### src/hw/pcs_pma_pkg.sv
// constants, carrier types and code-group tables for the 100 Mb/s coding path
// assumes a single 25 MHz system clock; the line bit clock is sampled, not used as a clock
package pcs_pma_pkg;

  // ----------------------------------------------------------------
  // timing
  // ----------------------------------------------------------------
  localparam int HCLK_NS         = 40;
  localparam int LINE_BIT_NS     = 320;
  localparam int TX_BIT_DIV      = LINE_BIT_NS / HCLK_NS;
  localparam int SLOW_NIB_NS     = 400;
  localparam int SLOW_NIB_DIV    = SLOW_NIB_NS / HCLK_NS;
  localparam int DESCR_LOCK_BITS = 60;
  localparam int EQ_DWELL_BITS   = 1024;
  localparam int EQ_SETTINGS     = 32;

  // ----------------------------------------------------------------
  // code groups
  // ----------------------------------------------------------------
  localparam logic [4:0] SYM_IDLE = 5'h1f;
  localparam logic [4:0] SYM_J    = 5'h18;
  localparam logic [4:0] SYM_K    = 5'h11;
  localparam logic [4:0] SYM_T    = 5'h0d;
  localparam logic [4:0] SYM_R    = 5'h07;
  localparam logic [4:0] SYM_H    = 5'h04;
  localparam logic [3:0] PREAMBLE_NIB = 4'h5;
  localparam logic [10:0] LFSR_SEED   = 11'h7ff;

  // ----------------------------------------------------------------
  // register map
  // ----------------------------------------------------------------
  localparam logic [7:0] REG_CTRL   = 8'h00;
  localparam logic [7:0] REG_STATUS = 8'h04;
  localparam logic [7:0] REG_EQ     = 8'h08;
  localparam logic [31:0] CTRL_RST  = 32'h0000_0000;
  localparam int CTRL_FD_BIT     = 0;
  localparam int CTRL_STREAM_BIT = 1;
  localparam int CTRL_AN_BIT     = 2;
  localparam int CTRL_EQGO_BIT   = 3;
  localparam int STS_SYMERR_BIT  = 0;
  localparam int STS_FCAR_BIT    = 1;
  localparam int EQ_BUSY_BIT     = 8;

  typedef enum logic [1:0] {TR_IDLE = 2'h0, TR_BUSY = 2'h1, TR_NONSEQ = 2'h2, TR_SEQ = 2'h3} htrans_type;

  typedef struct packed {
    logic       en;
    logic       er;
    logic [3:0] d;
  } mii_tx_type;

  typedef struct packed {
    logic       dv;
    logic       er;
    logic [3:0] d;
  } mii_rx_type;

  function automatic logic [4:0] enc_4b5b(input logic [3:0] n);
    logic [4:0] t [16];
    t = '{5'h1e, 5'h09, 5'h14, 5'h15, 5'h0a, 5'h0b, 5'h0e, 5'h0f,
          5'h12, 5'h13, 5'h16, 5'h17, 5'h1a, 5'h1b, 5'h1c, 5'h1d};
    return t[n];
  endfunction

  // nibble while tx error is asserted selects a control or invalid group
  function automatic logic [4:0] txer_5b(input logic [3:0] n);
    logic [4:0] t [16];
    t = '{5'h00, 5'h01, 5'h02, 5'h03, 5'h04, 5'h05, 5'h06, 5'h07,
          5'h08, 5'h0d, 5'h0c, 5'h11, 5'h10, 5'h19, 5'h18, 5'h1f};
    return t[n];
  endfunction

  // returns {valid, nibble}
  function automatic logic [4:0] dec_5b4b(input logic [4:0] s);
    logic [4:0] r;
    r = 5'h00;
    for (int i = 0; i < 16; i++) begin
      if (enc_4b5b(4'(i)) == s) begin
        r = {1'b1, 4'(i)};
      end
    end
    return r;
  endfunction

  // eleven-stage key generator, x^11 + x^9 + 1
  function automatic logic lfsr_key(input logic [10:0] s);
    return s[10] ^ s[8];
  endfunction

  function automatic logic [10:0] lfsr_next(input logic [10:0] s);
    return {s[9:0], lfsr_key(s)};
  endfunction

endpackage

### src/hw/pcs_pma_coding.sv
// 100 Mb/s coding path: 4b/5b, delimiters, scrambling, mlt-3, framing, equalizer choice
// assumes mii transmit inputs are synchronous to hclk; line and detector pins are asynchronous
//
// Register access over AHB-Lite and the address map were chosen for this implementation.
`timescale 1ns/1ps

// Operation
// - in idle, a zero starts a search; first five bits must be 11000, then carrier
// - after carrier, framed second symbol must be 10001 before decoding follows
// - unconfirmed start pair raises false carrier and returns framer to idle
// - half duplex: collision on tx/rx overlap; full duplex: never collision
// - five-bit groups serialised and deserialised one bit at a time
// - nibbles map to 5-bit groups by 4b/5b table, inverse on receive
// - idle 11111, end pair 01101 then 00111, error 00100, start 11000 10001
// - undefined groups received in the data field are invalid and set the receive error status bit
// - first two preamble nibbles from mac are sent as the start pair
// - after the last nibble the end pair is sent, then idle
// - received start pair is replaced by two 0101 preamble nibbles
// - received end pair is dropped and ends frame presentation
// - with tx error, the nibble selects a control or invalid group
// - flag signal error with no receive signal, lock error without loop lock
// - receive channel is in error on lost signal or lost lock
// - with auto-negotiation on, a channel error signals remote fault to partner
// - remote fault signalled by the partner is reported
// - scramble tx and descramble rx, both bypassed in stream mode
// - tx bits go to three levels, received levels back to bits
// - equalizer tries 32 settings, keeps the best by data integrity
// - nibble enables at 25 MHz and 2.5 MHz derived from the reference
module pcs_pma_coding #(
  parameter int EQ_DWELL = pcs_pma_pkg::EQ_DWELL_BITS
) (
  input  wire logic                     hclk,
  input  wire logic                     hresetn,
  input  wire logic                     hsel,
  input  wire logic [31:0]              haddr,
  input  wire logic [1:0]               htrans,
  input  wire logic                     hwrite,
  input  wire logic [2:0]               hsize,
  input  wire logic [31:0]              hwdata,
  input  wire logic                     hready,
  output logic                          hreadyout,
  output logic [31:0]                   hrdata,
  output logic                          hresp,
  input  wire pcs_pma_pkg::mii_tx_type  mii_tx,
  output logic                          tx_take,
  output pcs_pma_pkg::mii_rx_type       mii_rx,
  output logic                          rx_nib_vld,
  output logic                          crs,
  output logic                          col,
  input  wire logic                     line_clk,
  input  wire logic [1:0]               line_rx_lvl,
  output logic [1:0]                    line_tx_lvl,
  output logic                          line_tx_clk,
  input  wire logic                     sig_detect,
  input  wire logic                     pll_locked,
  input  wire logic                     lp_remote_fault,
  output logic                          remote_fault_out,
  output logic [4:0]                    eq_setting,
  output logic                          slow_nib_en
);
  import pcs_pma_pkg::*;

  typedef enum {TX_IDLE, TX_K, TX_DATA, TX_R} tx_state_type;
  typedef enum {FR_IDLE, FR_J, FR_K, FR_DATA, FR_END} fr_state_type;
  typedef enum {EQ_IDLE, EQ_RUN} eq_state_type;

  localparam int SYM_CYC = 5 * TX_BIT_DIV;

  // ----------------------------------------------------------------
  // register bus
  // ----------------------------------------------------------------
  logic [31:0] ctrl_ff;
  logic [7:0]  dp_addr_ff;
  logic        dp_wr_ff;
  logic        ap_take;
  logic        sts_sym_err_ff;
  logic        sts_fcar_ff;
  logic        wr_ctrl;
  logic        wr_sts;
  logic        eq_go;
  logic        fd;
  logic        stream;
  logic [31:0] rd_val;
  logic        rx_inv;
  logic        fcar;
  logic        chan_err;
  logic [5:0]  s1_ff;
  logic [5:0]  s2_ff;
  eq_state_type eq_st;
  logic [4:0]  eq_best_ff;
  logic        dsc_lock_ff;
  fr_state_type fr_st;

  assign hreadyout = 1'b1;
  assign hresp     = 1'b0;
  assign ap_take   = hsel & hready & htrans[1];
  assign wr_ctrl   = dp_wr_ff & (dp_addr_ff == REG_CTRL);
  assign wr_sts    = dp_wr_ff & (dp_addr_ff == REG_STATUS);
  assign eq_go     = wr_ctrl & hwdata[CTRL_EQGO_BIT];
  assign fd        = ctrl_ff[CTRL_FD_BIT];
  assign stream    = ctrl_ff[CTRL_STREAM_BIT];

  always_ff @(posedge hclk or negedge hresetn) begin
    if (!hresetn) begin
      dp_addr_ff <= 8'h00;
      dp_wr_ff   <= 1'b0;
    end else begin
      dp_addr_ff <= haddr[7:0];
      dp_wr_ff   <= ap_take & hwrite;
    end
  end

  always_ff @(posedge hclk or negedge hresetn) begin
    if (!hresetn) begin
      ctrl_ff <= CTRL_RST;
    end else if (wr_ctrl) begin
      ctrl_ff <= {29'h0000_0000, hwdata[2:0]};
    end
  end

  // a new event wins over a clear in the same cycle
  always_ff @(posedge hclk or negedge hresetn) begin
    if (!hresetn) begin
      sts_sym_err_ff <= 1'b0;
      sts_fcar_ff    <= 1'b0;
    end else begin
      if (rx_inv) begin
        sts_sym_err_ff <= 1'b1;
      end else if (wr_sts & hwdata[STS_SYMERR_BIT]) begin
        sts_sym_err_ff <= 1'b0;
      end
      if (fcar) begin
        sts_fcar_ff <= 1'b1;
      end else if (wr_sts & hwdata[STS_FCAR_BIT]) begin
        sts_fcar_ff <= 1'b0;
      end
    end
  end

  always_comb begin
    rd_val = 32'h0000_0000;
    unique case (haddr[7:0])
      REG_CTRL:   rd_val = ctrl_ff;
      REG_STATUS: rd_val = {24'h00_0000, fr_st != FR_IDLE, dsc_lock_ff, s2_ff[5], chan_err,
                            ~s2_ff[4], ~s2_ff[3], sts_fcar_ff, sts_sym_err_ff};
      REG_EQ:     rd_val = {23'h00_0000, eq_st == EQ_RUN, 3'h0, eq_best_ff};
      default:    rd_val = 32'h0000_0000;
    endcase
  end

  always_ff @(posedge hclk or negedge hresetn) begin
    if (!hresetn) begin
      hrdata <= 32'h0000_0000;
    end else if (ap_take & ~hwrite) begin
      hrdata <= rd_val;
    end
  end

  // ----------------------------------------------------------------
  // pin synchronisers and nibble-rate enables
  // ----------------------------------------------------------------
  logic [3:0] slow_cnt_ff;
  logic       lclk_prev_ff;
  logic       rx_bit_en;

  always_ff @(posedge hclk or negedge hresetn) begin
    if (!hresetn) begin
      s1_ff        <= 6'h00;
      s2_ff        <= 6'h00;
      lclk_prev_ff <= 1'b0;
    end else begin
      s1_ff        <= {lp_remote_fault, sig_detect, pll_locked, line_rx_lvl, line_clk};
      s2_ff        <= s1_ff;
      lclk_prev_ff <= s2_ff[0];
    end
  end

  assign rx_bit_en = s2_ff[0] & ~lclk_prev_ff;
  assign chan_err  = ~s2_ff[4] | ~s2_ff[3];

  // the 25 MHz nibble rate is hclk itself; only the slow rate needs a divider
  always_ff @(posedge hclk or negedge hresetn) begin
    if (!hresetn) begin
      slow_cnt_ff <= 4'h0;
      slow_nib_en <= 1'b0;
    end else begin
      slow_nib_en <= (slow_cnt_ff == 4'(SLOW_NIB_DIV - 1));
      slow_cnt_ff <= (slow_cnt_ff == 4'(SLOW_NIB_DIV - 1)) ? 4'h0 : slow_cnt_ff + 4'h1;
    end
  end

  always_ff @(posedge hclk or negedge hresetn) begin
    if (!hresetn) begin
      remote_fault_out <= 1'b0;
    end else begin
      remote_fault_out <= ctrl_ff[CTRL_AN_BIT] & chan_err;
    end
  end

  // ----------------------------------------------------------------
  // transmit: encoder, serialiser, scrambler, three-level
  // ----------------------------------------------------------------
  tx_state_type tx_st;
  tx_state_type nxt_tx_st;
  logic [3:0]   tdiv_ff;
  logic [2:0]   tbit_ff;
  logic [4:0]   tsh_ff;
  logic [4:0]   nxt_sym;
  logic [10:0]  scr_ff;
  logic [1:0]   mlt_ff;
  logic         tx_bit_en;
  logic         sym_load;
  logic         scr_bit;

  assign tx_bit_en = (tdiv_ff == 4'(TX_BIT_DIV - 1));
  assign sym_load  = tx_bit_en & (tbit_ff == 3'h4);
  assign scr_bit   = stream ? tsh_ff[4] : tsh_ff[4] ^ lfsr_key(scr_ff);

  always_comb begin
    nxt_tx_st = tx_st;
    nxt_sym   = SYM_IDLE;
    tx_take   = 1'b0;
    if (sym_load) begin
      unique case (tx_st)
        TX_IDLE: if (mii_tx.en) begin
          tx_take   = 1'b1;
          nxt_sym   = SYM_J;
          nxt_tx_st = TX_K;
        end
        TX_K: begin
          tx_take   = mii_tx.en;
          nxt_sym   = SYM_K;
          nxt_tx_st = TX_DATA;
        end
        TX_DATA: if (mii_tx.en) begin
          tx_take = 1'b1;
          nxt_sym = mii_tx.er ? txer_5b(mii_tx.d) : enc_4b5b(mii_tx.d);
        end else begin
          nxt_sym   = SYM_T;
          nxt_tx_st = TX_R;
        end
        TX_R: begin
          nxt_sym   = SYM_R;
          nxt_tx_st = TX_IDLE;
        end
      endcase
    end
  end

  always_ff @(posedge hclk or negedge hresetn) begin
    if (!hresetn) begin
      tdiv_ff     <= 4'h0;
      line_tx_clk <= 1'b0;
    end else begin
      tdiv_ff     <= tx_bit_en ? 4'h0 : tdiv_ff + 4'h1;
      line_tx_clk <= (tdiv_ff >= 4'(TX_BIT_DIV / 2 - 1)) & ~tx_bit_en;
    end
  end

  always_ff @(posedge hclk or negedge hresetn) begin
    if (!hresetn) begin
      tx_st   <= TX_IDLE;
      tbit_ff <= 3'h0;
      tsh_ff  <= SYM_IDLE;
    end else if (tx_bit_en) begin
      tx_st   <= nxt_tx_st;
      tbit_ff <= sym_load ? 3'h0 : tbit_ff + 3'h1;
      tsh_ff  <= sym_load ? nxt_sym : {tsh_ff[3:0], 1'b0};
    end
  end

  // level index 0,1,2,3 means zero, plus, zero, minus
  always_ff @(posedge hclk or negedge hresetn) begin
    if (!hresetn) begin
      scr_ff      <= LFSR_SEED;
      mlt_ff      <= 2'h0;
      line_tx_lvl <= 2'h0;
    end else if (tx_bit_en) begin
      scr_ff <= lfsr_next(scr_ff);
      if (scr_bit) begin
        mlt_ff      <= mlt_ff + 2'h1;
        line_tx_lvl <= (mlt_ff == 2'h0) ? 2'h1 : (mlt_ff == 2'h2) ? 2'h3 : 2'h0;
      end
    end
  end

  // ----------------------------------------------------------------
  // receive: three-level decode, descrambler, framer, decoder
  // ----------------------------------------------------------------
  logic [1:0]   lvl_prev_ff;
  logic [10:0]  dsc_ff;
  logic [5:0]   mcnt_ff;
  logic         raw_bit;
  logic         plain;
  logic         key_ok;
  logic         rx_ok;
  logic [4:0]   sym_ff;
  logic [4:0]   symw;
  logic [4:0]   dec;
  logic [2:0]   rcnt_ff;
  logic [2:0]   nxt_rcnt;
  fr_state_type nxt_fr;
  logic         emit;
  logic         emit_er;
  logic [3:0]   emit_d;
  logic         nxt_dv;

  assign raw_bit = (s2_ff[2:1] != lvl_prev_ff);
  assign key_ok  = (lfsr_key(dsc_ff) == ~raw_bit);
  assign plain   = stream ? raw_bit : raw_bit ^ lfsr_key(dsc_ff);
  assign rx_ok   = (stream | dsc_lock_ff) & ~chan_err;
  assign symw    = {sym_ff[3:0], plain};
  assign dec     = dec_5b4b(symw);

  // while unlocked the line is assumed idle, so the key is the inverted line bit
  always_ff @(posedge hclk or negedge hresetn) begin
    if (!hresetn) begin
      lvl_prev_ff <= 2'h0;
      dsc_ff      <= LFSR_SEED;
      mcnt_ff     <= 6'h00;
      dsc_lock_ff <= 1'b0;
      sym_ff      <= SYM_IDLE;
    end else if (rx_bit_en) begin
      lvl_prev_ff <= s2_ff[2:1];
      sym_ff      <= symw;
      dsc_ff      <= dsc_lock_ff ? lfsr_next(dsc_ff) : {dsc_ff[9:0], ~raw_bit};
      mcnt_ff     <= key_ok ? ((mcnt_ff == 6'(DESCR_LOCK_BITS - 1)) ? mcnt_ff : mcnt_ff + 6'h01) : 6'h00;
      if (chan_err) begin
        dsc_lock_ff <= 1'b0;
      end else if (key_ok & (mcnt_ff == 6'(DESCR_LOCK_BITS - 1))) begin
        dsc_lock_ff <= 1'b1;
      end
    end
  end

  always_comb begin
    nxt_fr   = fr_st;
    nxt_rcnt = rcnt_ff;
    nxt_dv   = mii_rx.dv;
    emit     = 1'b0;
    emit_er  = 1'b0;
    emit_d   = PREAMBLE_NIB;
    fcar     = 1'b0;
    rx_inv   = 1'b0;
    if (rx_bit_en) begin
      nxt_rcnt = rcnt_ff + 3'h1;
      unique case (fr_st)
        FR_IDLE: if (!plain) begin
          nxt_fr   = FR_J;
          nxt_rcnt = 3'h0;
        end
        FR_J: if (rcnt_ff == 3'h1) begin
          nxt_rcnt = 3'h0;
          if (symw == SYM_J) begin
            nxt_fr = FR_K;
            nxt_dv = 1'b1;
            emit   = 1'b1;
          end else begin
            nxt_fr = FR_IDLE;
            fcar   = 1'b1;
          end
        end
        FR_K: if (rcnt_ff == 3'h4) begin
          nxt_rcnt = 3'h0;
          if (symw == SYM_K) begin
            nxt_fr = FR_DATA;
            emit   = 1'b1;
          end else begin
            nxt_fr = FR_IDLE;
            nxt_dv = 1'b0;
            fcar   = 1'b1;
          end
        end
        FR_DATA: if (rcnt_ff == 3'h4) begin
          nxt_rcnt = 3'h0;
          emit_d   = dec[3:0];
          if (symw == SYM_T) begin
            nxt_fr = FR_END;
          end else if (dec[4]) begin
            emit = 1'b1;
          end else if (symw == SYM_IDLE) begin
            nxt_fr = FR_IDLE;
            nxt_dv = 1'b0;
          end else begin
            emit    = 1'b1;
            emit_er = 1'b1;
            rx_inv  = (symw != SYM_H);
          end
        end
        FR_END: if (rcnt_ff == 3'h4) begin
          nxt_fr  = FR_IDLE;
          nxt_dv  = 1'b0;
          emit    = (symw != SYM_R);
          emit_er = (symw != SYM_R);
        end
      endcase
    end
    if (!rx_ok) begin
      nxt_fr = FR_IDLE;
      nxt_dv = 1'b0;
    end
  end

  always_ff @(posedge hclk or negedge hresetn) begin
    if (!hresetn) begin
      fr_st      <= FR_IDLE;
      rcnt_ff    <= 3'h0;
      mii_rx     <= '0;
      rx_nib_vld <= 1'b0;
    end else begin
      fr_st      <= nxt_fr;
      rcnt_ff    <= nxt_rcnt;
      mii_rx.dv  <= nxt_dv;
      rx_nib_vld <= emit;
      if (emit) begin
        mii_rx.d  <= emit_d;
        mii_rx.er <= emit_er;
      end
    end
  end

  always_ff @(posedge hclk or negedge hresetn) begin
    if (!hresetn) begin
      crs <= 1'b0;
      col <= 1'b0;
    end else begin
      crs <= (fr_st != FR_IDLE) | (~fd & (tx_st != TX_IDLE));
      col <= ~fd & (fr_st != FR_IDLE) & (tx_st != TX_IDLE);
    end
  end

  // ----------------------------------------------------------------
  // adaptive equalizer search
  // ----------------------------------------------------------------
  logic [4:0]  eq_try_ff;
  logic [15:0] eq_win_ff;
  logic [15:0] eq_err_ff;
  logic [15:0] eq_min_ff;
  logic [15:0] eq_tot;
  logic        eq_bad;

  // integrity measure: unlocked bits, or zeros seen while the line should idle
  assign eq_bad = rx_bit_en & (~dsc_lock_ff | ((fr_st == FR_IDLE) & ~plain));
  assign eq_tot = eq_err_ff + {15'h0000, eq_bad};
  assign eq_setting = (eq_st == EQ_RUN) ? eq_try_ff : eq_best_ff;

  always_ff @(posedge hclk or negedge hresetn) begin
    if (!hresetn) begin
      eq_st      <= EQ_IDLE;
      eq_try_ff  <= 5'h00;
      eq_best_ff <= 5'h00;
      eq_win_ff  <= 16'h0000;
      eq_err_ff  <= 16'h0000;
      eq_min_ff  <= 16'hffff;
    end else if (eq_st == EQ_IDLE) begin
      if (eq_go) begin
        eq_st     <= EQ_RUN;
        eq_try_ff <= 5'h00;
        eq_win_ff <= 16'h0000;
        eq_err_ff <= 16'h0000;
        eq_min_ff <= 16'hffff;
      end
    end else if (rx_bit_en) begin
      eq_win_ff <= eq_win_ff + 16'h0001;
      eq_err_ff <= eq_tot;
      if (eq_win_ff == 16'(EQ_DWELL - 1)) begin
        eq_win_ff <= 16'h0000;
        eq_err_ff <= 16'h0000;
        eq_try_ff <= eq_try_ff + 5'h01;
        if (eq_tot < eq_min_ff) begin
          eq_min_ff  <= eq_tot;
          eq_best_ff <= eq_try_ff;
        end
        if (eq_try_ff == 5'(EQ_SETTINGS - 1)) begin
          eq_st <= EQ_IDLE;
        end
      end
    end
  end
endmodule // pcs_pma_coding

### config.mk
export PLATFORM = sky130hd
export DESIGN_NAME = pcs_pma_coding
export DESIGN_NICKNAME = d
export VERILOG_FILES = /design/src/hw/pcs_pma_pkg.sv /design/src/hw/pcs_pma_coding.sv
export SDC_FILE = /design/constraint.sdc
export NUM_CORES = 1
export LEC_CHECK = 0
export ABC_AREA = 1
export BUFFER_PORTS_ARGS = -buffer_cell sky130_fd_sc_hd__buf_2
export CAP_MARGIN = 5
export CORE_ASPECT_RATIO = 1.2
export CORE_MARGIN = 1
export CORE_UTILIZATION = 57
export CTS_BUF_LIST = sky130_fd_sc_hd__clkbuf_16
export CTS_CLUSTER_DIAMETER = 200
export DETAILED_ROUTE_END_ITERATION = 8
export PLACE_DENSITY = 0.8
export SYNTH_ARGS = -nofsm -noshare
export SYNTH_HDL_FRONTEND = slang
export SYNTH_SLANG_ARGS = --single-unit
### constraint.sdc
create_clock -name hclk -period 4.3 [get_ports hclk]
set_input_delay 1.075 -clock hclk [delete_from_list [all_inputs] [get_ports hclk]]
set_output_delay 1.075 -clock hclk [all_outputs]
set_load 0.1 [all_outputs]
Word-level counts from Yosys, hierarchy flattened
Memories as Yosys holds them, arrays and structs flattened.
Cells that the tools add are included.
W data, S select, Z words.
{ "word_totals": {"regBits": 283, "romBits": 160, "input_bits": 86, "out_inout_bits": 54, "word_cells": 314, "memories": 2} }
{ "op_classes": {"n_addsub": 9, "magnitude_cmp": 3, "n_eq_ne": 62, "mux": 130, "bitwise_logic": 40, "n_reduce_logical": 29} }
{ "mem_list": {"columns": ["memory", "words", "word_bits", "read_ports", "rd_ports_with_merged_regs", "write_ports", "line", "rtl"], "rows": [
  ["(no name shown)", 16, 5, 1, 0, 0, "pcs_pma_pkg.sv:62", "return t[n];"],
  ["(no name shown)", 16, 5, 1, 0, 0, "pcs_pma_pkg.sv:70", "return t[n];"]
]} }
{ "ops": {"columns": ["op", "count"], "rows": [
  ["$mux W32", 17],
  ["$mux W16", 12],
  ["$eq A32 B2 Y1 const B", 5],
  ["$pmux W32 S5", 1],
  ["$mux W5", 28],
  ["$logic_not A32 Y1", 4],
  ["$pmux W32 S4", 1],
  ["$eq A32 B1 Y1 const B", 2],
  ["$reduce_bool A32 Y1", 2],
  ["$eq A5 B5 Y1 const A", 11],
  ["$mux W1", 47],
  ["$eq A32 B3 Y1 const B", 1],
  ["$ne A3 B3 Y1 const B", 10],
  ["$pmux W9 S3", 1],
  ["$eq A4 B5 Y1 const A", 5],
  ["$and A1 B1 Y1", 20],
  ["$eq A5 B5 Y1 const B", 4],
  ["$mux W4", 5],
  ["$pmux W5 S4", 1],
  ["$add A16 B1 Y16", 1],
  ["$add A16 B1 Y16 const B", 1],
  ["$eq A16 B10 Y1 const B", 1],
  ["$eq A8 B3 Y1 const B", 2],
  ["$logic_not A8 Y1", 2],
  ["other kinds (40)", 89]
]} }

Depth between registers and ports, before layout
Gate-level depths: netlist (run 1).
{ "logic_depth": {"word_depth": 26, "depth_mapped": 31, "ltp_nobuf": 30} }

Least setup slack after synthesis (run 1)
No wires, ideal clock.
{ "synth_path": {"path_type": "input -> output", "startpoint": "input port mii_tx[5] (netlist bit)", "endpoint": "output port tx_take", "t_arrival_ns": 3.170, "t_required_ns": 3.225, "slack_ns": 0.055, "stages": 2, "path_buffers": 0, "cell_sequence": "inv_1 -> nor3_1"} }
{ "synth_between": {"elab_chain_cells": 3} }
{ "synth_rtl": {"columns": ["element", "line", "rtl"], "rows": [
  ["from (decl)", "pcs_pma_coding.sv:44", "input wire pcs_pma_pkg::mii_tx_type mii_tx,"],
  ["$mux W1", "pcs_pma_coding.sv:225, pcs_pma_coding.sv:235", null],
  ["$pmux W1 S2 (*)", "pcs_pma_coding.sv:224", "unique case (tx_st)"],
  ["$mux W1 (*)", "pcs_pma_coding.sv:223", "if (sym_load) begin"],
  ["to (decl)", "pcs_pma_coding.sv:45", "output logic tx_take,"]
]} }
Mark *: on every way between the ends. The rest lies on a longest branch, timed or not.

Worst setup path after layout (run 1)
{ "layout_path": {"startpoint": "register dsc_ff[8]", "endpoint": "register eq_min_ff[1]"} }
{ "layout_between": {"elab_chain_cells": 12, "word_cells_on_any_way": 15, "classes_between": "add/sub: 1; order compare: 1; mux: 5; bitwise: 6; reduce/logical: 2"} }
{ "layout_rtl": {"columns": ["element", "line", "rtl"], "rows": [
  ["from (decl)", "pcs_pma_coding.sv:291", "logic [10:0] dsc_ff;"],
  ["from (signal assigned)", "pcs_pma_coding.sv:326", "dsc_ff <= dsc_lock_ff ? lfsr_next(dsc_ff) : {dsc_ff[9:0], ~raw_bit};"],
  ["$xor A1 B1 Y1 (*)", "pcs_pma_pkg.sv:87", "return s[10] ^ s[8];"],
  ["$xor A1 B1 Y1 (*)", "pcs_pma_coding.sv:310", "assign plain = stream ? raw_bit : raw_bit ^ lfsr_key(dsc_ff);"],
  ["$mux W1 (*)", "pcs_pma_coding.sv:310", null],
  ["$not A1 Y1 (*)", "pcs_pma_coding.sv:443", "assign eq_bad = rx_bit_en & (~dsc_lock_ff | ((fr_st == FR_IDLE) & ~plain));"],
  ["$and A1 B1 Y1 (*)", "pcs_pma_coding.sv:443", null],
  ["$or A1 B1 Y1 (*)", "pcs_pma_coding.sv:443", null],
  ["$and A1 B1 Y1 (*)", "pcs_pma_coding.sv:443", null],
  ["$add A16 B1 Y16 (*)", "pcs_pma_coding.sv:444", "assign eq_tot = eq_err_ff + {15'h0000, eq_bad};"],
  ["parallel branches: the longest is 4 deep, another holds $lt A16 B16 Y1", null, null],
  ["to (signal assigned)", "pcs_pma_coding.sv:471", "eq_min_ff <= eq_tot;"],
  ["to (decl)", "pcs_pma_coding.sv:438", "logic [15:0] eq_min_ff;"]
]} }
Every way passes the cells marked *. The select of a mux whose other input is x is not followed.
A chain may end at the register's enable or synchronous reset.

==> results.yml, run 1 <==
grt:
  track_usage: 0.2493
  grt_pass1_wl_mm: 31.86
  grt_overflow: 0
  grt_max_degree: 92
  grt_pass1_vias: 7155
  antenna_found_initial: 0
clock_network:
  cts_sinks: 170
  hold_buffers: 0
  root_buffer: "clkbuf_16"
  clk_latency_ns: 0.44
  htreeDepth: 4
  numCtsBuffers: 17
  clk_pin_slew_ns: 0.07
  cts_tree: "yes"
  cts_buffer_depth: 2
logic_synthesis:
  async_flop_share: 1.000
  yosysMostFrequentCell: "nand2_1"
  yosysWarningCount: 0
  synth_top_area_frac: 0.3406
  synth.avg_cell_area_um2: 8.091
  synth_common_cells: "nand2_1, inv_1, dfrtp_1, nor2_1, o21ai_0"
  yosys.area.top_type: "dfrtp_1"
  synthFlopType: "dfrtp_1"
  ys_seq_area_frac: 0.4772
  netlist_area_um2: 9037
  synth_cell_types: 52
  ys_top_cells_by_area: "dfrtp_1, dfstp_2, nand2_1, inv_1, ha_1"
  synth_edf_count: 0
  ys_ff_latch: 170
  syn_inst: 1117
sta:
  setup_viol: 0
  finalMaxSlewViolations: 0
  finalCritPeriodShare: 0.9446
  finClkSkew_ns: 0.009929
  hold_violations: 0
  worst_pin_slew_ns: 0.8783
  whs_ns: 0.3479
  slew_headroom: 0.4138
  fmax_mhz: 246.2
  period_needed_ns: 4.062
routing:
  drt-total-wl_mm: 19.22
  drtPass1Iterations: 5
  vias_per_cell: 5.280
  vias: 7418
  drc: 0
  drt.antenna.violating_nets: 0
  wire_per_inst_um: 13.68
  drt_iter0_markers: 515
hold_path:
  hold_class: "flip-flop to flip-flop"
layout:
  layout-drive-gt1-share: 0.1696
  num_antenna_cells: 0
  nets: 1306
  layout.cells.non_filler: 1405
  area_delta_synth_final_pct: 12.13
floorplanning:
  ioPinCount: 140
  core_area_um2: 15580
  die_area_um2: 16360
  die_w_um: 116.9
  fp.dieH_um: 139.9
  start_util: 0.5802
  rows: 50
place:
  dpl.hpwl_mm: 13.34
  routabilityCongestion: 0.9028
  place_inst: 1371
  portBuffers: 58
worst_setup_path:
  crit_required_ns: 4.66
  worstPathArrival_ns: 4.42
  cpMostUsedCell: "nand2_1"
  critPathBufInv: 3
  critPathMaxFanout: 12
  critPathMaxStageDelay_ns: 0.54
  worstSetupPathType: "flip-flop to flip-flop"
  crit_family: "simple AND/OR/NAND/NOR gates"
  crit_path_start_kind: "flip-flop"
  crit_path_end_kind: "flip-flop"
  cp_slowest_cell: "dfstp_2"
power:
  peakVddDrop_mv: 0.3306
  powerDensity_nw_per_um2: 384.9
  total_leakage_power_nw: 5.035
job:
  drv_cap: 0
outcome:
  status: "complete, no violations"
[area by class of cell]
| type | instances | area [um2] |
|---|---|---|
| Fill cell | 1274 | 5444 |
| Inverter | 166 | 625.6 |
| Clock buffer | 17 | 425.4 |
| Clock inverter | 15 | 157.7 |
| Tap cell | 208 | 260.3 |
| Sequential cell | 170 | 4313 |
| Timing Repair Buffer | 74 | 436.7 |
| Multi-Input combinational cell | 755 | 3915 |
[sequential cells by signal (all words and copies together) (netlist names), 3 cells and up]
name	flops
tsh_ff	5
mii_rx	6
scr_ff	11
dp_addr_ff	8
ctrl_ff	3
eq_err_ff	16
fr_st	3
eq_win_ff	16
dsc_ff	11
eq_best_ff	5
eq_try_ff	5
rcnt_ff	3
mcnt_ff	6
sym_ff	4
tbit_ff	3
s1_ff	6
hrdata	9
slow_cnt_ff	4
s2_ff	6
eq_min_ff	16
tdiv_ff	4
[worst register-to-register path: cells and delay by family (launching register included)]
kind                       cells  cell delay (ns)
AOI/OAI and AO/OA              3             0.49
xor gates and xnor gates       1             0.21
adders and majority gates      3             0.71
buffers and inverters          3             0.31
DFF                            1             0.54
and+or+nand+nor               16             1.74
[stage by stage]
step	setup slack (ns)	power [mW]	util	area, um2	setup TNS (ns)
3_5_place_dp	0.1390	2.431	0.6092	9490	0
6_report	0.2382	3.901	0.6505	10130	0
4_1_cts	0.03648	3.923	0.6467	10070	0
5_1_grt	-0.02951	4.076	0.6505	10130	-0.1338
2_1_floorplan	0.05503	2.294	-	9124	0
3_3_place_gp	0.2183	2.408	0.6092	9490	0
[placed cells by master, fill, tap and decap left out, types with 5 or more instances in the layout]
master,synthesis,routed
a21oi_1,44,43
inv_2,15,15
buf_4,29,13
o31ai_1,7,7
nor4_1,7,7
dfrtp_1,123,123
nor2_2,4,5
o21ai_0,58,57
dfstp_2,47,47
nand3_1,49,47
clkbuf_16,0,17
nor3_1,21,21
nor2_1,80,78
o21ai_1,30,31
nand4_1,33,33
ha_1,36,35
o22ai_1,14,14
buf_2,6,57
inv_1,148,148
xor2_1,16,16
nand3_2,3,5
conb_1,2,25
nand2_1,284,283
nand2_2,9,9
[where the power goes]
group / switching (mW) / total [mW] / internal, mW
Sequential: 0.0823 / 1.82 / 1.74
Clock: 0.712 / 1.49 / 0.774
Combinational: 0.432 / 0.597 / 0.165
[kinds of logic after synthesis]
| group | count (synthesis) | share of synthesized area |
|---|---|---|
| simple gates | 503 | 0.2449 |
| buf+inv | 215 | 0.1033 |
| compound gates | 172 | 0.1052 |
| flops | 170 | 0.4772 |
| fa+ha+maj | 36 | 0.04984 |
| xor+xnor | 18 | 0.01744 |
| other cells | 2 | 0.0008310 |
| mux | 1 | 0.001246 |
[metal layers]
layer	vias up	track usage	routed length, um
met5	-	0	0
met4	0	0.09527	407
met3	38	0.05928	1004
met2	202	0.4207	9669
met1	3481	0.3068	8137
li1	3697	-	-
[timing repair]
item / in CTS / in global routing
gates resized for setup: 0 / 13
endpoints found under the setup margin: 0 / 21
buffers inserted: 0 / 2
hold endpoints to repair: 0 / 0
[final timing paths]
kind	start	to	slack [ns]	depth (start not counted)
worst max register to register	dsc_ff[8]	eq_min_ff[1]	0.24	26
worst min-delay path	s1_ff[4]	s2_ff[4]	0.35	0
worst min register to register	s1_ff[4]	s2_ff[4]	0.35	0
min in group asynchronous	hresetn	eq_win_ff[4]	0.69	1
worst max-delay path	dsc_ff[8]	eq_min_ff[1]	0.24	26
max in group asynchronous	hresetn	dsc_ff[0]	2.70	2
Power figures use the tool's default switching activity.
==> run 2, diff against run 1 <==
==> constraint.sdc (replaced) <==
create_clock -name hclk -period 4.6 [get_ports hclk]
set_input_delay 1.15 -clock hclk [delete_from_list [all_inputs] [get_ports hclk]]
set_output_delay 1.15 -clock hclk [all_outputs]
set_load 0.1 [all_outputs]
==> results.yml, run 2 (synthesis results as in run 1) <==
worst_setup_path:
  critPathMaxFanout: 16
  worstPathArrival_ns: 4.61
  crit_required_ns: 4.98
  cp_slowest_cell: "dfstp_2"
  r2r-start: "dsc_ff[8]"
  worstSetupPathType: "flip-flop to flip-flop"
  crit_path_end_kind: "flip-flop"
  r2r_slack_ns: 0.37
  r2r-end: "eq_min_ff[3]"
  r2r_cells: 25
  critPathMaxStageDelay_ns: 0.53
  crit_path_start_kind: "flip-flop"
  cpMostUsedCell: "nand2_1"
sta:
  slew_headroom: 0.3204
  finClkSkew_ns: 0.009364
  hold_violations: 0
  finalMaxSlewViolations: 0
  finalCritPeriodShare: 0.9201
  finalWorstSetupSlack_ns: 0.3674
  setup_tns_ns: 0
  fmax_mhz: 236.3
  worst_pin_slew_ns: 1.019
  setup_viol: 0
  rsz0062_at_grt: "no"
  period_needed_ns: 4.233
layout:
  layout-drive-gt1-share: 0.1581
  layout_commonest_cell: "nand2_1"
  fillers: 1323
  layout.cells.non_filler: 1397
  nets: 1298
  final_cell_mix: "nand2_1, inv_1, dfrtp_1, nor2_1, o21ai_0"
  num_antenna_cells: 0
  reg_top3: "eq_err_ff (16), eq_min_ff (16), eq_win_ff (16)"
  area_delta_synth_final_pct: 10.88
floorplanning:
  die_w_um: 116.9
  rows: 50
  core_area_um2: 15580
  ioPinCount: 140
  start_util: 0.5802
  fp.dieH_um: 139.9
  die_area_um2: 16360
clock_network:
  root_buffer: "clkbuf_16"
  cts_buffer_depth: 2
  cts_tree: "yes"
  cts_sinks: 170
  hold_buffers: 0
  numCtsBuffers: 17
  htreeDepth: 4
  clk_latency_ns: 0.44
  clk_pin_slew_ns: 0.07
place:
  portBuffers: 58
  routabilityCongestion: 0.8786
  place_inst: 1364
  pre_cts_ws_ns: 0.1493
  dpl.hpwl_mm: 12.82
power:
  p_int_mw: 2.485
  powerDensity_nw_per_um2: 359.9
  pwr-share-seq: 0.471
  total_leakage_power_nw: 4.984
  peakVddDrop_mv: 0.2830
  p_clk_frac: 0.377
  sw_frac_of_total: 0.3109
  p_switching_mw: 1.121
  p_comb_frac: 0.153
routing:
  drt-total-wl_mm: 18.65
  drtPass1Iterations: 5
  drt.antenna.violating_nets: 0
  vias_per_cell: 5.216
  vias: 7287
  drt_iter0_markers: 393
  wire_per_inst_um: 13.35
  drc: 0
grt:
  track_usage: 0.2476
  grt_pass1_vias: 6926
  grt_max_degree: 112
  grt_overflow: 0
  grt_pass1_wl_mm: 31.41
  antenna_found_initial: 0
job:
  drv_cap: 0
hold_path:
  holdPathStages: 0
  hold_class: "flip-flop to flip-flop"
  whs_endpoint: "s2_ff[5]"
  min_from: "s1_ff[5]"
outcome:
  status: "complete, no violations"
run 2: repair_timing:
action | in CTS | in global routing
endpoints found under the hold margin | 0 | 0
setup endpoints to repair | 0 | 21
buffers inserted | 0 | 1
gates resized for setup | 0 | 5
run 2: power by group through the flow:
| stage | clock, mW | sequential [mW] | combinational, mW |
|---|---|---|---|
| 5_1_grt | 1.44 | 1.71 | 0.630 |
| 4_1_cts | 1.38 | 1.70 | 0.552 |
| 6_report | 1.36 | 1.70 | 0.551 |
| 3_3_place_gp | 0 | 1.72 | 0.531 |
| 2_1_floorplan | 0 | 1.73 | 0.416 |
| 3_5_place_dp | 0 | 1.72 | 0.546 |
run 2: worst max-delay path: cells and delay by family, from the launching register on:
kind / cells / cell delay [ns]
AO/OA/AOI/OAI: 3 / 0.55
AND/OR/NAND/NOR: 15 / 1.82
buffers and inverters: 3 / 0.34
flip-flops: 1 / 0.53
XOR/XNOR: 1 / 0.22
adder cells (fa/ha/maj): 3 / 0.71
run 2: worst max-delay path by stage:
stage | startpoint | end | slack [ns] | cells after the start
after floorplan | mii_tx[5] | tx_take | 0.21 | 2
after global placement | dsc_ff[8] | eq_min_ff[0] | 0.28 | 25
after detailed placement | dsc_ff[8] | eq_min_ff[3] | 0.15 | 25
after CTS | dsc_ff[8] | eq_min_ff[3] | 0.12 | 25
after global routing | dsc_ff[8] | eq_min_ff[12] | 0.01 | 25
final | dsc_ff[8] | eq_min_ff[3] | 0.37 | 25
run 2: per-stage QoR:
step                      hold slack, ns  cell area, um2  power, mW    util
after floorplan                   0.3312            9124      2.145       -
after global placement            0.3334            9438      2.249  0.6059
after detailed placement          0.3347            9438      2.268  0.6059
after CTS                         0.3501            9993      3.631  0.6415
after global routing              0.3585           10020      3.781  0.6433
final                             0.3493           10020      3.606  0.6433
run 2: routing by layer:
layer / GRT usage / vias up / part of all wire
met3: 0.06015 / 33 / 0.047
li1: - / 3674 / -
met5: 0 / - / 0
met4: 0.09394 / 0 / 0.025
met1: 0.3176 / 3399 / 0.44
met2: 0.4039 / 181 / 0.49
run 2: area by class of cell:
| cell class | count | area, um2 | share of cell area |
|---|---|---|---|
| Sequential cell | 170 | 4313 | 0.4304 |
| Timing Repair Buffer | 66 | 372.9 | 0.03721 |
| Inverter | 166 | 625.6 | 0.06243 |
| Clock inverter | 15 | 130.1 | 0.01299 |
| Multi-Input combinational cell | 755 | 3894 | 0.3886 |
| Clock buffer | 17 | 425.4 | 0.04245 |
| Tap cell | 208 | 260.3 | 0.02597 |
==> run 3, diff against run 2 <==
==> constraint.sdc (replaced) <==
create_clock -name hclk -period 4.31 [get_ports hclk]
set_input_delay 1.0775 -clock hclk [delete_from_list [all_inputs] [get_ports hclk]]
set_output_delay 1.0775 -clock hclk [all_outputs]
set_load 0.1 [all_outputs]
==> results.yml, run 3 (synthesis results as in run 1) <==
outcome:
  status: "complete, no violations"
worst_setup_path:
  cp_slowest_cell: "dfstp_2"
  worstSetupPathType: "flip-flop to flip-flop"
  startpoint: "dsc_ff[8]"
  r2r-start: "dsc_ff[8]"
  critPathMaxFanout: 12
  crit_path_end_kind: "flip-flop"
  crit_path_start_kind: "flip-flop"
  cpMostUsedCell: "nand2_1"
  worstPathArrival_ns: 4.36
  r2r_cells: 26
  critPathMaxStageDelay_ns: 0.53
  r2r-end: "eq_min_ff[0]"
  r2r_slack_ns: 0.31
  crit_required_ns: 4.67
hold_path:
  min_from: "s1_ff[1]"
  whs_endpoint: "s2_ff[1]"
  holdPathStages: 0
  hold_class: "flip-flop to flip-flop"
sta:
  whs_ns: 0.3499
  finalWorstSetupSlack_ns: 0.3083
  finalCritPeriodShare: 0.9285
  period_needed_ns: 4.002
  setup_viol: 0
  fmax_mhz: 249.9
  setup_tns_ns: 0
  hold_violations: 0
  worst_pin_slew_ns: 0.8792
  finClkSkew_ns: 0.01091
  slew_headroom: 0.4133
  finalMaxSlewViolations: 0
layout:
  fillers: 1266
  area_delta_synth_final_pct: 12.25
  final_cell_area_um2: 10140
  reg_top3: "eq_err_ff (16), eq_min_ff (16), eq_win_ff (16)"
  layout_commonest_cell: "nand2_1"
  multi_input_area_um2: 3930
  regArea_um2: 4313
  final_cell_mix: "nand2_1, inv_1, dfrtp_1, nor2_1"
  nets: 1304
  layout-drive-gt1-share: 0.1682
grt:
  grt_overflow: 0
  antenna_found_initial: 0
  track_usage: 0.2496
  grt_max_degree: 92
  grt_pass1_wl_mm: 31.81
  grt_pass1_vias: 7063
clock_network:
  cts_tree: "yes"
  root_buffer: "clkbuf_16"
  cts_buffer_depth: 2
  clk_latency_ns: 0.44
  cts_sinks: 170
  hold_buffers: 0
  htreeDepth: 4
  numCtsBuffers: 17
  clk_pin_slew_ns: 0.07
routing:
  drt_iter0_markers: 530
  vias_per_cell: 5.281
  drt-total-wl_mm: 19.07
  wire_per_inst_um: 13.58
  drtPass1Iterations: 5
  met3_length_mm: 1.021
  vias: 7415
  drt-met1-wl_mm: 8.032
  drt.antenna.violating_nets: 0
  dr.max_layer_used: "met4"
  wl_met2_mm: 9.537
  drc: 0
floorplanning:
  core_area_um2: 15580
  start_util: 0.5802
  die_w_um: 116.9
  rows: 50
  fp.dieH_um: 139.9
  ioPinCount: 140
  die_area_um2: 16360
power:
  peakVddDrop_mv: 0.2945
  powerDensity_nw_per_um2: 386.7
  total_leakage_power_nw: 5.033
  finalPower_mw: 3.923
place:
  pre_cts_ws_ns: 0.1134
  placed_area_um2: 9483
  dpl.hpwl_mm: 13.35
  routabilityCongestion: 0.9021
  portBuffers: 58
job:
  drv_cap: 0
run 3: worst max-delay path, delay by kind of cell (launching register included):
family / cells / cell delay [ns]
AND/OR/NAND/NOR: 16 / 1.68
AO/OA/AOI/OAI: 3 / 0.48
XOR/XNOR: 1 / 0.17
flip-flops: 1 / 0.53
buffers and inverters: 3 / 0.33
adder cells (fa/ha/maj): 3 / 0.69
run 3: stage by stage:
stage,util,std cells
final,0.6512,1404
after detailed placement,0.6088,1370
after floorplan,-,1140
after global routing,0.6511,1403
after CTS,0.6472,1402
after global placement,0.6088,1370
run 3: report_power, final:
group | leakage [nW] | internal (mW) | switching, mW
clock | 0.287 | 0.783 | 0.735
sequential | 1.96 | 1.73 | 0.0813
combinational | 2.79 | 0.164 | 0.428
total | 5.03 | 2.68 | 1.24
run 3: how the worst max path moves through the flow:
stage,cells past startpoint,slack [ns],to
after floorplan,2,0.06,tx_take
after global placement,26,0.23,eq_min_ff[1]
after detailed placement,26,0.11,eq_min_ff[0]
after CTS,26,0.08,eq_min_ff[0]
after global routing,28,-0.04,eq_min_ff[0]
final,26,0.31,eq_min_ff[0]
run 3: area by class of cell:
| type | instances | area share |
|---|---|---|
| inverters | 166 | 0.06167 |
| clock buffers | 17 | 0.04193 |
| repair buffers | 72 | 0.04082 |
| multi-input cells | 755 | 0.3874 |
| diodes | 1 | 0.0002467 |
| well taps | 208 | 0.02565 |
| clock inverters | 15 | 0.01714 |
| flip-flops and latches | 170 | 0.4251 |
run 3: repair_timing:
| item | CTS | global route |
|---|---|---|
| buffers inserted | 0 | 1 |
| gates resized for setup | 0 | 12 |
| endpoints found under the hold margin | 0 | 0 |
| endpoints found under the setup margin | 0 | 21 |
run 3: layer usage:
metal  vias up  global-route usage
li1       3691                   -
met1      3492              0.3127
met2       191              0.4142
met3        41             0.05755
met4         0              0.1006
met5         -                   0
